`config.mk`:
```
export PLATFORM = sky130hd
export DESIGN_NAME = vtam_monitor
export DESIGN_NICKNAME = d
export VERILOG_FILES = /design/src/common/vtam_pkg.sv /design/src/logic/vtam_hyst_alert.sv /design/src/logic/vtam_monitor.sv
export SDC_FILE = /design/constraint.sdc
export NUM_CORES = 2
export LEC_CHECK = 0
export BUFFER_PORTS_ARGS = -buffer_cell sky130_fd_sc_hd__buf_2
export CAP_MARGIN = 20
export CORE_MARGIN = 2
export CORE_UTILIZATION = 45
export CTS_CLUSTER_SIZE = 14
export DETAILED_ROUTE_END_ITERATION = 16
export SYNTH_ARGS = -nofsm -noshare
export SYNTH_HDL_FRONTEND = slang
export SYNTH_SLANG_ARGS = --single-unit
```
`constraint.sdc`:
```
create_clock -name clk -period 33.9 [get_ports clk]
set_input_delay 6.78 -clock clk [delete_from_list [all_inputs] [get_ports clk]]
set_output_delay 6.78 -clock clk [all_outputs]
set_load 0.005 [all_outputs]
```
`src/common/vtam_pkg.sv`:
```
// constants for the valve travel alert monitor: register map, reset values, scaling
// travel and set point are signed 16-bit in 0.1 % units, pressure in 0.01 psi units
package vtam_pkg;
  localparam int ADDR_W = 8;
  localparam int DATA_W = 32;
  localparam int PCT_W = 16;
  localparam int CFG_WORDS = 18;

  // register indices; byte address is four times the index
  localparam logic [4:0] IDX_CTRL = 5'h00;
  localparam logic [4:0] IDX_HH_POINT = 5'h01;
  localparam logic [4:0] IDX_LL_POINT = 5'h02;
  localparam logic [4:0] IDX_HI_POINT = 5'h03;
  localparam logic [4:0] IDX_LO_POINT = 5'h04;
  localparam logic [4:0] IDX_HYST = 5'h05;
  localparam logic [4:0] IDX_TCUT_HI = 5'h06;
  localparam logic [4:0] IDX_TCUT_LO = 5'h07;
  localparam logic [4:0] IDX_PCUT_HI = 5'h08;
  localparam logic [4:0] IDX_PCUT_LO = 5'h09;
  localparam logic [4:0] IDX_CEILING = 5'h0a;
  localparam logic [4:0] IDX_FLOOR = 5'h0b;
  localparam logic [4:0] IDX_CYC_DB = 5'h0c;
  localparam logic [4:0] IDX_CYC_POINT = 5'h0d;
  localparam logic [4:0] IDX_ACC_DB = 5'h0e;
  localparam logic [4:0] IDX_ACC_POINT = 5'h0f;
  localparam logic [4:0] IDX_PDEV_POINT = 5'h10;
  localparam logic [4:0] IDX_PDEV_TIME = 5'h11;
  localparam logic [4:0] IDX_CYC_COUNT = 5'h12;
  localparam logic [4:0] IDX_ACCUM = 5'h13;
  localparam logic [4:0] IDX_STATUS = 5'h14;
  localparam logic [4:0] IDX_TTARGET = 5'h15;
  localparam logic [4:0] IDX_PTARGET = 5'h16;

  // enable bits in control and alert bits in status share positions
  localparam int BIT_HH = 0;
  localparam int BIT_LL = 1;
  localparam int BIT_HI = 2;
  localparam int BIT_LO = 3;
  localparam int BIT_CYC = 4;
  localparam int BIT_ACC = 5;
  localparam int BIT_PDEV = 6;
  localparam int ALERT_W = 7;

  // special percentages, calibration deviation point and reset deviation time
  localparam logic signed [PCT_W-1:0] PCT_FORCE_HI = 16'sh04ce;
  localparam logic signed [PCT_W-1:0] PCT_FORCE_LO = 16'shff1a;
  localparam logic signed [PCT_W-1:0] PCT_OFF_HI = 16'sh04e2;
  localparam logic signed [PCT_W-1:0] PCT_OFF_LO = 16'shff06;
  localparam logic [PCT_W-1:0] PDEV_POINT_CAL = 16'h00c8;
  localparam logic [PCT_W-1:0] PDEV_TIME_RESET = 16'h001e;

  localparam logic [DATA_W-1:0] CFG_RESET [0:CFG_WORDS-1] = '{
    32'h0000_0000, 32'h0000_03b6, 32'h0000_0032, 32'h0000_0384, 32'h0000_0064,
    32'h0000_000a, 32'h0000_04e2, 32'h0000_ff06, 32'h0000_04e2, 32'h0000_ff06,
    32'h0000_04e2, 32'h0000_ff06, 32'h0000_000a, 32'h000f_4240, 32'h0000_000a,
    32'h000f_4240, 32'h0000_00c8, 32'h0000_001e};

  // evaluation tick timing
  localparam int CLK_HZ = 40_000_000;
  localparam int TICK_PERIOD_US = 1000;
  localparam int TICK_CYCLES = CLK_HZ / 1_000_000 * TICK_PERIOD_US;
  localparam int TICKS_PER_SEC = 1_000_000 / TICK_PERIOD_US;

  localparam logic [1:0] RESP_OKAY = 2'h0;
  localparam logic [1:0] RESP_SLVERR = 2'h2;
endpackage

```
`src/logic/vtam_hyst_alert.sv`:
```
// one travel limit alert with set point and clearing deadband
// assumes value, point and deadband are stable between evaluation ticks
`timescale 1ns/1ps
module vtam_hyst_alert #(
  parameter bit HIGH_SIDE = 1'b1
) (
  // clock and reset
  input wire logic clk,
  input wire logic rst,
  // evaluation
  input wire logic tick,
  input wire logic enable,
  input wire logic signed [vtam_pkg::PCT_W-1:0] value,
  input wire logic signed [vtam_pkg::PCT_W-1:0] point,
  input wire logic signed [vtam_pkg::PCT_W-1:0] hysteresis,
  // result
  output logic alert
);
  import vtam_pkg::*;
  // widened so point +/- deadband cannot wrap
  logic signed [PCT_W+1:0] v;
  logic signed [PCT_W+1:0] clear_at;
  logic trip;
  logic release_ok;

  always_comb begin
    v = (PCT_W+2)'(value);
    if (HIGH_SIDE) begin
      clear_at = (PCT_W+2)'(point) - (PCT_W+2)'(hysteresis);
      trip = v > (PCT_W+2)'(point);
      release_ok = v <= clear_at;
    end else begin
      clear_at = (PCT_W+2)'(point) + (PCT_W+2)'(hysteresis);
      trip = v < (PCT_W+2)'(point);
      release_ok = v >= clear_at;
    end
  end

  always_ff @(posedge clk or posedge rst) begin
    if (rst) begin
      alert <= 1'b0;
    end else if (tick) begin
      if (!enable) begin
        alert <= 1'b0;
      end else if (trip) begin
        alert <= 1'b1;
      end else if (release_ok) begin
        alert <= 1'b0;
      end
    end
  end
endmodule

```
`src/logic/vtam_monitor.sv`:
```
// valve travel alert monitor: travel limit alerts, target cutoffs and limits,
// cycle counter, travel accumulator and pressure deviation alert, AXI4-Lite slave
// assumes sensor and set point words arrive asynchronously and change slowly
//
// Design decisions made here: the address map and register access over AXI4-Lite.
`timescale 1ns/1ps
module vtam_monitor #(
  parameter int TICK_CYCLES = vtam_pkg::TICK_CYCLES,
  parameter int TICKS_PER_SEC = vtam_pkg::TICKS_PER_SEC
) (
  // clock and reset
  input wire logic clk,
  input wire logic rst,
  // measurement and set point, asynchronous
  input wire logic signed [vtam_pkg::PCT_W-1:0] ranged_travel,
  input wire logic signed [vtam_pkg::PCT_W-1:0] set_point,
  input wire logic signed [vtam_pkg::PCT_W-1:0] pressure_demand,
  input wire logic signed [vtam_pkg::PCT_W-1:0] pressure_actual,
  input wire logic calibration_done,
  // shaped targets and alerts
  output logic signed [vtam_pkg::PCT_W-1:0] travel_target,
  output logic signed [vtam_pkg::PCT_W-1:0] pressure_target,
  output logic [vtam_pkg::ALERT_W-1:0] alerts,
  // axi4-lite write address
  input wire logic [vtam_pkg::ADDR_W-1:0] s_axi_awaddr,
  input wire logic s_axi_awvalid,
  output logic s_axi_awready,
  // axi4-lite write data
  input wire logic [vtam_pkg::DATA_W-1:0] s_axi_wdata,
  input wire logic [3:0] s_axi_wstrb,
  input wire logic s_axi_wvalid,
  output logic s_axi_wready,
  // axi4-lite write response
  output logic [1:0] s_axi_bresp,
  output logic s_axi_bvalid,
  input wire logic s_axi_bready,
  // axi4-lite read address
  input wire logic [vtam_pkg::ADDR_W-1:0] s_axi_araddr,
  input wire logic s_axi_arvalid,
  output logic s_axi_arready,
  // axi4-lite read data
  output logic [vtam_pkg::DATA_W-1:0] s_axi_rdata,
  output logic [1:0] s_axi_rresp,
  output logic s_axi_rvalid,
  input wire logic s_axi_rready
);
  import vtam_pkg::*;

  function automatic logic signed [PCT_W+1:0] wide(input logic [DATA_W-1:0] w);
    wide = (PCT_W+2)'($signed(w[PCT_W-1:0]));
  endfunction

  function automatic logic [PCT_W+1:0] abs_diff(input logic signed [PCT_W+1:0] a,
                                                 input logic signed [PCT_W+1:0] b);
    logic signed [PCT_W+1:0] d;
    d = a - b;
    abs_diff = (d < 0) ? (PCT_W+2)'(-d) : (PCT_W+2)'(d);
  endfunction

  function automatic logic [DATA_W-1:0] merge(input logic [DATA_W-1:0] old,
                                              input logic [DATA_W-1:0] data,
                                              input logic [3:0] strb);
    merge = old;
    for (int i = 0; i < 4; i++) begin
      if (strb[i]) begin
        merge[i*8 +: 8] = data[i*8 +: 8];
      end
    end
  endfunction

  // input synchronisers; words change slowly relative to the clock
  logic signed [PCT_W-1:0] trav_s1, trav_s2, sp_s1, sp_s2;
  logic signed [PCT_W-1:0] pd_s1, pd_s2, pa_s1, pa_s2;
  logic cal_s1, cal_s2, cal_s3;

  always_ff @(posedge clk or posedge rst) begin
    if (rst) begin
      trav_s1 <= '0;
      trav_s2 <= '0;
      sp_s1 <= '0;
      sp_s2 <= '0;
      pd_s1 <= '0;
      pd_s2 <= '0;
      pa_s1 <= '0;
      pa_s2 <= '0;
      cal_s1 <= 1'b0;
      cal_s2 <= 1'b0;
      cal_s3 <= 1'b0;
    end else begin
      trav_s1 <= ranged_travel;
      trav_s2 <= trav_s1;
      sp_s1 <= set_point;
      sp_s2 <= sp_s1;
      pd_s1 <= pressure_demand;
      pd_s2 <= pd_s1;
      pa_s1 <= pressure_actual;
      pa_s2 <= pa_s1;
      cal_s1 <= calibration_done;
      cal_s2 <= cal_s1;
      cal_s3 <= cal_s2;
    end
  end

  logic cal_pulse;
  assign cal_pulse = cal_s2 && !cal_s3;

  // periodic evaluation tick
  logic [31:0] tick_cnt;
  logic tick;
  always_ff @(posedge clk or posedge rst) begin
    if (rst) begin
      tick_cnt <= '0;
      tick <= 1'b0;
    end else if (tick_cnt == 32'(TICK_CYCLES - 1)) begin
      tick_cnt <= '0;
      tick <= 1'b1;
    end else begin
      tick_cnt <= tick_cnt + 32'h1;
      tick <= 1'b0;
    end
  end

  // axi4-lite slave: address and data taken in either order
  logic aw_full, w_full;
  logic [4:0] aw_idx;
  logic [DATA_W-1:0] w_data;
  logic [3:0] w_strb;
  logic do_write;
  logic [DATA_W-1:0] cfg [0:CFG_WORDS-1];
  logic [DATA_W-1:0] cycle_count, accum;

  assign s_axi_awready = !aw_full;
  assign s_axi_wready = !w_full;
  assign s_axi_arready = !s_axi_rvalid;
  assign do_write = aw_full && w_full && !s_axi_bvalid;

  always_ff @(posedge clk or posedge rst) begin
    if (rst) begin
      aw_full <= 1'b0;
      aw_idx <= '0;
    end else if (s_axi_awvalid && !aw_full) begin
      aw_full <= 1'b1;
      // out-of-map addresses become an index past the map, so no word is touched
      aw_idx <= s_axi_awaddr[7] ? 5'h1f : s_axi_awaddr[6:2];
    end else if (do_write) begin
      aw_full <= 1'b0;
    end
  end

  always_ff @(posedge clk or posedge rst) begin
    if (rst) begin
      w_full <= 1'b0;
      w_data <= '0;
      w_strb <= '0;
    end else if (s_axi_wvalid && !w_full) begin
      w_full <= 1'b1;
      w_data <= s_axi_wdata;
      w_strb <= s_axi_wstrb;
    end else if (do_write) begin
      w_full <= 1'b0;
    end
  end

  always_ff @(posedge clk or posedge rst) begin
    if (rst) begin
      s_axi_bvalid <= 1'b0;
      s_axi_bresp <= RESP_OKAY;
    end else if (do_write) begin
      s_axi_bvalid <= 1'b1;
      s_axi_bresp <= (aw_idx > IDX_PTARGET) ? RESP_SLVERR : RESP_OKAY;
    end else if (s_axi_bready) begin
      s_axi_bvalid <= 1'b0;
    end
  end

  // configuration words; calibration reloads the deviation point
  always_ff @(posedge clk or posedge rst) begin
    if (rst) begin
      for (int i = 0; i < CFG_WORDS; i++) begin
        cfg[i] <= CFG_RESET[i];
      end
    end else begin
      if (do_write && aw_idx < 5'(CFG_WORDS)) begin
        cfg[aw_idx] <= merge(cfg[aw_idx], w_data, w_strb);
      end
      if (cal_pulse) begin
        cfg[IDX_PDEV_POINT] <= DATA_W'(PDEV_POINT_CAL);
      end
    end
  end

  logic wr_count, wr_accum;
  assign wr_count = do_write && aw_idx == IDX_CYC_COUNT;
  assign wr_accum = do_write && aw_idx == IDX_ACCUM;

  // target shaping
  logic signed [PCT_W+1:0] sp_w, tcut_hi, tcut_lo, pcut_hi, pcut_lo, ceiling, floor_v;
  logic ceil_on, floor_on;
  logic signed [PCT_W+1:0] next_ttarget, next_ptarget;

  always_comb begin
    sp_w = (PCT_W+2)'(sp_s2);
    tcut_hi = wide(cfg[IDX_TCUT_HI]);
    tcut_lo = wide(cfg[IDX_TCUT_LO]);
    pcut_hi = wide(cfg[IDX_PCUT_HI]);
    pcut_lo = wide(cfg[IDX_PCUT_LO]);
    ceiling = wide(cfg[IDX_CEILING]);
    floor_v = wide(cfg[IDX_FLOOR]);
    ceil_on = ceiling != (PCT_W+2)'(PCT_OFF_HI);
    floor_on = floor_v != (PCT_W+2)'(PCT_OFF_LO);
    next_ttarget = sp_w;
    if (!ceil_on && tcut_hi != (PCT_W+2)'(PCT_OFF_HI) && sp_w > tcut_hi) begin
      next_ttarget = (PCT_W+2)'(PCT_FORCE_HI);
    end else if (!floor_on && tcut_lo != (PCT_W+2)'(PCT_OFF_LO) && sp_w < tcut_lo) begin
      next_ttarget = (PCT_W+2)'(PCT_FORCE_LO);
    end
    if (ceil_on && next_ttarget > ceiling) begin
      next_ttarget = ceiling;
    end
    if (floor_on && next_ttarget < floor_v) begin
      next_ttarget = floor_v;
    end
    next_ptarget = sp_w;
    if (pcut_hi != (PCT_W+2)'(PCT_OFF_HI) && sp_w > pcut_hi) begin
      next_ptarget = (PCT_W+2)'(PCT_FORCE_HI);
    end else if (pcut_lo != (PCT_W+2)'(PCT_OFF_LO) && sp_w < pcut_lo) begin
      next_ptarget = (PCT_W+2)'(PCT_FORCE_LO);
    end
  end

  always_ff @(posedge clk or posedge rst) begin
    if (rst) begin
      travel_target <= '0;
      pressure_target <= '0;
    end else if (tick) begin
      travel_target <= next_ttarget[PCT_W-1:0];
      pressure_target <= next_ptarget[PCT_W-1:0];
    end
  end

  // travel limit alerts
  localparam logic [3:0] HIGH_SIDES = 4'b0101;
  localparam logic [4:0] POINT_IDX [0:3] = '{IDX_HH_POINT, IDX_LL_POINT,
                                            IDX_HI_POINT, IDX_LO_POINT};
  for (genvar g = 0; g < 4; g++) begin : limit
    vtam_hyst_alert #(.HIGH_SIDE(HIGH_SIDES[g])) alert_i (
      .clk(clk),
      .rst(rst),
      .tick(tick),
      .enable(cfg[IDX_CTRL][g]),
      .value(trav_s2),
      .point(cfg[POINT_IDX[g]][PCT_W-1:0]),
      .hysteresis(cfg[IDX_HYST][PCT_W-1:0]),
      .alert(alerts[g])
    );
  end

  // cycle counter: reference follows travel once outside the deadband
  logic signed [PCT_W+1:0] trav_w, cyc_ref, acc_ref;
  logic cyc_dir_up;
  logic [PCT_W+1:0] cyc_move, acc_move;
  logic cyc_out, cyc_rev, acc_out;
  logic [DATA_W-1:0] cyc_base, acc_base;

  always_comb begin
    trav_w = (PCT_W+2)'(trav_s2);
    cyc_move = abs_diff(trav_w, cyc_ref);
    cyc_out = tick && cyc_move > (PCT_W+2)'(cfg[IDX_CYC_DB][PCT_W-1:0]);
    cyc_rev = cyc_out && ((trav_w > cyc_ref) != cyc_dir_up);
    acc_move = abs_diff(trav_w, acc_ref);
    acc_out = tick && acc_move > (PCT_W+2)'(cfg[IDX_ACC_DB][PCT_W-1:0]);
    cyc_base = wr_count ? merge(cycle_count, w_data, w_strb) : cycle_count;
    acc_base = wr_accum ? merge(accum, w_data, w_strb) : accum;
  end

  always_ff @(posedge clk or posedge rst) begin
    if (rst) begin
      cyc_ref <= '0;
      cyc_dir_up <= 1'b1;
      cycle_count <= '0;
    end else begin
      if (cyc_out) begin
        cyc_ref <= trav_w;
        cyc_dir_up <= trav_w > cyc_ref;
      end
      // a software write and a count in one cycle both take effect
      cycle_count <= cyc_base + (cyc_rev ? 32'h1 : 32'h0);
    end
  end

  always_ff @(posedge clk or posedge rst) begin
    if (rst) begin
      acc_ref <= '0;
      accum <= '0;
    end else begin
      if (acc_out) begin
        acc_ref <= trav_w;
      end
      accum <= acc_base + (acc_out ? DATA_W'(acc_move) : 32'h0);
    end
  end

  // usage alerts hold until the value is below the point or the enable bit is cleared
  always_ff @(posedge clk or posedge rst) begin
    if (rst) begin
      alerts[BIT_CYC] <= 1'b0;
      alerts[BIT_ACC] <= 1'b0;
    end else begin
      if (!cfg[IDX_CTRL][BIT_CYC]) begin
        alerts[BIT_CYC] <= 1'b0;
      end else if (cycle_count > cfg[IDX_CYC_POINT]) begin
        alerts[BIT_CYC] <= 1'b1;
      end else if (cycle_count < cfg[IDX_CYC_POINT]) begin
        alerts[BIT_CYC] <= 1'b0;
      end
      if (!cfg[IDX_CTRL][BIT_ACC]) begin
        alerts[BIT_ACC] <= 1'b0;
      end else if (accum > cfg[IDX_ACC_POINT]) begin
        alerts[BIT_ACC] <= 1'b1;
      end else if (accum < cfg[IDX_ACC_POINT]) begin
        alerts[BIT_ACC] <= 1'b0;
      end
    end
  end

  // pressure deviation timer in ticks; 32 bits covers any 16-bit time
  logic [PCT_W+1:0] p_dev;
  logic p_over, p_under;
  logic [31:0] dev_ticks, dev_limit;

  always_comb begin
    p_dev = abs_diff((PCT_W+2)'(pd_s2), (PCT_W+2)'(pa_s2));
    p_over = p_dev > (PCT_W+2)'(cfg[IDX_PDEV_POINT][PCT_W-1:0]);
    p_under = p_dev < (PCT_W+2)'(cfg[IDX_PDEV_POINT][PCT_W-1:0]);
    dev_limit = 32'(cfg[IDX_PDEV_TIME][PCT_W-1:0] * TICKS_PER_SEC);
  end

  always_ff @(posedge clk or posedge rst) begin
    if (rst) begin
      dev_ticks <= '0;
      alerts[BIT_PDEV] <= 1'b0;
    end else if (tick) begin
      if (!p_over) begin
        dev_ticks <= '0;
      end else if (dev_ticks <= dev_limit) begin
        dev_ticks <= dev_ticks + 32'h1;
      end
      if (!cfg[IDX_CTRL][BIT_PDEV]) begin
        alerts[BIT_PDEV] <= 1'b0;
      end else if (p_over && dev_ticks >= dev_limit) begin
        alerts[BIT_PDEV] <= 1'b1;
      end else if (p_under) begin
        alerts[BIT_PDEV] <= 1'b0;
      end
    end
  end

  // read channel
  always_ff @(posedge clk or posedge rst) begin
    if (rst) begin
      s_axi_rvalid <= 1'b0;
      s_axi_rdata <= '0;
      s_axi_rresp <= RESP_OKAY;
    end else if (s_axi_arvalid && !s_axi_rvalid) begin
      s_axi_rvalid <= 1'b1;
      s_axi_rresp <= RESP_OKAY;
      case (s_axi_araddr[6:2])
        IDX_CYC_COUNT: s_axi_rdata <= cycle_count;
        IDX_ACCUM: s_axi_rdata <= accum;
        IDX_STATUS: s_axi_rdata <= DATA_W'(alerts);
        IDX_TTARGET: s_axi_rdata <= DATA_W'(travel_target);
        IDX_PTARGET: s_axi_rdata <= DATA_W'(pressure_target);
        default: begin
          if (s_axi_araddr[6:2] < 5'(CFG_WORDS) && !s_axi_araddr[7]) begin
            s_axi_rdata <= cfg[s_axi_araddr[6:2]];
          end else begin
            s_axi_rdata <= '0;
            s_axi_rresp <= RESP_SLVERR;
          end
        end
      endcase
    end else if (s_axi_rready) begin
      s_axi_rvalid <= 1'b0;
    end
  end
endmodule

```
**Yosys cells after proc, flatten, opt, wreduce, memory -nomap -nowiden**

Cells that the tools add are included.
Widths: inputs -> output; s select.

- Register bits after elaboration: 989
- Input bits: 124
- Output and inout bits: 80
- Logic and storage cells: 251

- Add/subtract/negate cells: 14
- $mul: 1
- $lt $le $gt $ge: 34
- Eq/ne operators: 23
- Muxes and demuxes: 78
- Bitwise logic cells: 2
- Reductions and logical operators: 43

Operators by type and width:

| cell | count |
|---|---|
| $bwmux 576 | 1 |
| $mux 32 | 12 |
| $bmux 32 s5 | 2 |
| $demux 32 s5 | 1 |
| $pmux 32 s5 | 1 |
| $mux 8 | 16 |
| $mux 18 | 7 |
| $sub 16x16->17 | 5 |
| $gt 16x16->1 | 5 |
| $gt 18x16->1 | 4 |
| $add 32x1->32 const B | 2 |
| $gt 32x32->1 | 2 |
| $lt 16x16->1 | 4 |
| $lt 32x32->1 | 2 |
| $mux 64 | 1 |
| $neg 17->18 | 3 |
| $lt 17x1->1 const B | 3 |
| $mux 16 | 3 |
| $ne 16x12->1 const B | 3 |
| $ne 16x9->1 const B | 3 |
| $lt 18x16->1 | 2 |
| $eq 5x5->1 const B | 7 |
| $add 16x16->17 | 2 |
| $ge 16x17->1 | 2 |
| 23 further kinds | 102 |

**Depth between registers and ports, before layout**

- Word-level depth: 12
- Gate-level depth with buffers: 38
- Depth with buffers taken out: 37

**Hierarchy**

A second synthesis with hierarchy kept.

- Cells, all modules: 5,904
- Area, all modules: 66,074.6 um^2

By module, submodules not included:

| module | times used | cells each | area an instance (um^2) |
|---|---|---|---|
| vtam_monitor | 1 | 5,048 | 59,722.3 |
| vtam_hyst_alert at limit[1].alert_i ... | 2 | 210 | 1,566.5 |
| vtam_hyst_alert at limit[2].alert_i | 1 | 220 | 1,627.8 |
| vtam_hyst_alert at limit[0].alert_i | 1 | 216 | 1,591.5 |

**Worst setup path before layout**

No wires, ideal clock.

- Path type: input port to flip-flop
- From: input s_axi_araddr[2] (netlist name)
- To: register s_axi_rdata[10] (netlist name)
- Library setup time: 0.141 ns
- Arrival time: 9.432 ns
- Required time: 33.759 ns
- Path slack: 24.327 ns
- Stages: 9
- Buffers on the path: 6
- Path through: clkbuf_1 > buf_2 > buf_1 > clkbuf_1 > clkbuf_1 > buf_1 > mux2_2 > a222oi_1 > a31oi_1

- Longest elaborated chain between the ends: 6

Ends and longest elaborated chain:

| what | RTL line | RTL |
|---|---|---|
| start: declaration | vtam_monitor.sv:38 | `input wire logic [vtam_pkg::ADDR_W-1:0] s_axi_araddr,` |
| $not 5->6 (implied by the code) | vtam_monitor.sv:375 | `s_axi_rdata <= cfg[s_axi_araddr[6:2]];` |
| $bmux 32 s5 | vtam_monitor.sv:375 |  |
| $mux 32 (implied by the code) (2 in series) | vtam_monitor.sv:375 |  |
| $mux 32 | vtam_monitor.sv:374 | `if (s_axi_araddr[6:2] < 5'(CFG_WORDS) && !s_axi_araddr[7]) begin` |
| $pmux 32 s5 (*) | vtam_monitor.sv:367 | `case (s_axi_araddr[6:2])` |
| end signal: assignment | vtam_monitor.sv:368 | `IDX_CYC_COUNT: s_axi_rdata <= cycle_count;` |
| end signal: assignment | vtam_monitor.sv:369 | `IDX_ACCUM: s_axi_rdata <= accum;` |
| end signal: assignment | vtam_monitor.sv:375 |  |
| end: declaration | vtam_monitor.sv:42 | `output logic [vtam_pkg::DATA_W-1:0] s_axi_rdata,` |

Every way passes the cells marked *; elsewhere a longest branch is shown, timed or not. The select of a mux whose other input is x is not followed.
A chain may end at the register's enable or synchronous reset.

**Final worst setup path**

- From: input s_axi_araddr[2] (netlist name)
- To: register s_axi_rdata[14] (netlist name)

Same word-level chain as after synthesis.

==> impl_metrics.toml <==
[run_status]
status = "completed"

[grt]
grt_pass1_wl_mm = 324
grt_max_degree = 187
track_usage_pct = 29.7
grt_pass1_vias = 48656
grt-ovfl-total = 0
antenna_found_initial = 14

[timing]
setup_slack_ps = 23680
setup_violations = 0
fin_crit_ps = 10220
report.final.slew_viol_count = 0
max_freq_mhz = 97.9
fin_setup_tns_ps = 0
rsz0062_at_grt = "no"
relSlewSlack_pct = 19.9
tightest_slew_ps = 1190
final.period_utilization_pct = 30.1
hold_viol = 0
fin_worst_skew_ps = 77.3

[floorplan]
die_w_um = 385
core.rowCount = 139
die_h_um = 385
core_area_mm2 = 0.144
die-area_mm2 = 0.148
io_pins = 204
initial_utilization_pct = 45.4

[synth]
synth_xor_area_share_pct = 3.38
avgSynthCellArea_um2 = 10.8
synth_compound_area_share_pct = 11.7
async_reset_ff_share_pct = 100
synth_cell_types = 94
synth_commonest_cells = "dfrtp_1, ha_1, inv_1"
yosysTopAreaCellShare_pct = 34.4
synth.area.top_cells = "dfrtp_1, mux4_2, ha_1"
synth_seq_cells = 987
yosysSeqAreaShare_pct = 38.0
synth_simple_gate_area_share_pct = 9.83
netlist_instances = 6039
muxShareOfSynthArea_pct = 19.8
synth.most_common_cell = "dfrtp_1"
ys.flop_type = "dfrtp_1"
synth_fa_ha_area_share_pct = 12.4
synth_top_cell_by_area = "dfrtp_1"
ys_warn_count = 0
synth_edf_count = 0
netlist_area_mm2 = 0.0652
synth_top_family_by_area = "multiplexers"

[critical_path]
cp.required_ps = 34500
r2r_setup_slack_ps = 24650
cp-end-kind = "flop"
critPathLaunchType = "primary input"
path_class = "primary input to flop"
worstPathArrival_ps = 10820
path_max_fanout = 66

[place]
io_buffer_count = 197
place_ws_ps = 22940
hpwl_mm = 160
dpl_cell_area_mm2 = 0.0687
gp_congestion = 0.985

[final_layout]
final_area_mm2 = 0.0726
nNetsFinal = 6900
area_delta_synth_final_pct = 11.3
drive_gt1_share_pct = 22.7

[route]
ant_nets = 0
drt_iter0_markers = 5232
finalWirelength_mm = 220
vias = 50170
routed_via_density = 6.14
drtPass1Iterations = 7
drcViolationCount = 0
wl_per_cell_um = 26.9

[cts]
h-tree-depth = 3
post-cts-setup-buffer-count = 0
cts_hold_buffers = 0
cts_buffers = 111
cts_tree = "built"
numClockSinks = 987
cts.path.max_buffers = 3
ctsResizeCount = 0
root_buffer = "clkbuf_16"
cts.reportedPaths.clkPinSlew_ps = 60
clk_latency_ps = 790

[min_path]
hold_class = "flop to flop"

[power_and_ir_drop]
power_density_mw_per_mm2 = 89.4
p_leak_nw = 32.3
max-vdd-ir-drop_mv = 0.0746

[flow_run]
maxCapViolCount = 0
[power by group]
| group | internal (mW) | switching (mW) |
|---|---|---|
| clock | 0.748 | 0.548 |
| sequential | 1.49 | 0.371 |
| combinational | 1.45 | 1.88 |
[worst max-delay path: stages]
cell and delay (ps):
buf_8 570, buf_4 770, buf_4 820, mux4_2 720
mux4_2 530, inv_1 70, o22ai_1 70, nand2_1 210
a31oi_1 120
[path summary, 6_finish.rpt]
check	start	to	cells after the start
worst max-delay path	s_axi_araddr[2]	s_axi_rdata[14]	9
worst min-delay path	sp_s1[9]	sp_s2[9]	0
worst max register to register	cfg[192]	travel_target[14]	23
worst min register to register	sp_s1[9]	sp_s2[9]	0
max in group asynchronous	rst	s_axi_rdata[30]	6
min in group asynchronous	rst	trav_s1[15]	2
[area by class of cell]
type,count,area [um2]
Antenna cell,5,12.5
Timing Repair Buffer,308,1890
Multi-Input combinational cell,4235,37700
Tap cell,1903,2380
Inverter,522,1960
Sequential cell,987,24800
Fill cell,12819,71200
Clock inverter,57,739
Clock buffer,152,3150
[kinds of logic after synthesis]
group	count (synthesis)
AO/OA/AOI/OAI	1177
XOR/XNOR	252
adder cells (fa/ha/maj)	611
buffers and inverters	819
flip-flops	987
multiplexers	848
other	1
AND/OR/NAND/NOR	1344
[registers in the layout, indices dropped and copies added (netlist names), 32 cells and up]
register     cells
dev_ticks       32
accum           32
tick_cnt        32
cycle_count     32
cfg            560
s_axi_rdata     32
w_data          32
[through the flow]
step	instances	power (mW)	hold slack (ps)	util (%)
3_5_place_dp	7950	5.12	335	47.7
3_3_place_gp	7936	5.04	331	47.7
5_1_grt	8164	6.93	346	50.5
4_1_cts	8159	6.44	335	50.5
2_1_floorplan	6041	4.08	331	-
6_report	8169	6.49	330	50.5
[layout by cell type, fill, tap and decap left out, types with 34 or more instances in the layout]
| master | count |
|---|---|
| o21a_1 | 65 |
| nand2_1 | 426 |
| nand3_1 | 94 |
| o21ai_0 | 348 |
| xor2_1 | 108 |
| o22ai_1 | 34 |
| nand2b_1 | 41 |
| fa_1 | 62 |
| mux2_2 | 437 |
| xnor2_1 | 144 |
| a22oi_1 | 38 |
| a21o_1 | 114 |
| buf_4 | 106 |
| buf_2 | 195 |
| nand4_1 | 100 |
| ha_1 | 549 |
| inv_1 | 520 |
| nor2_1 | 319 |
| dfrtp_1 | 893 |
| clkbuf_16 | 112 |
| mux4_2 | 306 |
| nor4_1 | 34 |
| a21oi_1 | 233 |
| mux2i_1 | 78 |
| nor3_1 | 84 |
| dfstp_2 | 90 |
| a221oi_1 | 43 |
| nor2b_1 | 78 |
[per-layer routing]
| metal | share of wire, % | GRT usage [%] | routed length, um |
|---|---|---|---|
| met5 | 0.057 | 0 | 126 |
| met4 | 4.1 | 11.2 | 8970 |
| met3 | 11 | 9.26 | 24900 |
| met2 | 42 | 42.8 | 92100 |
| met1 | 43 | 41.7 | 93900 |
No activity file was read; power rests on OpenSTA's default activity.
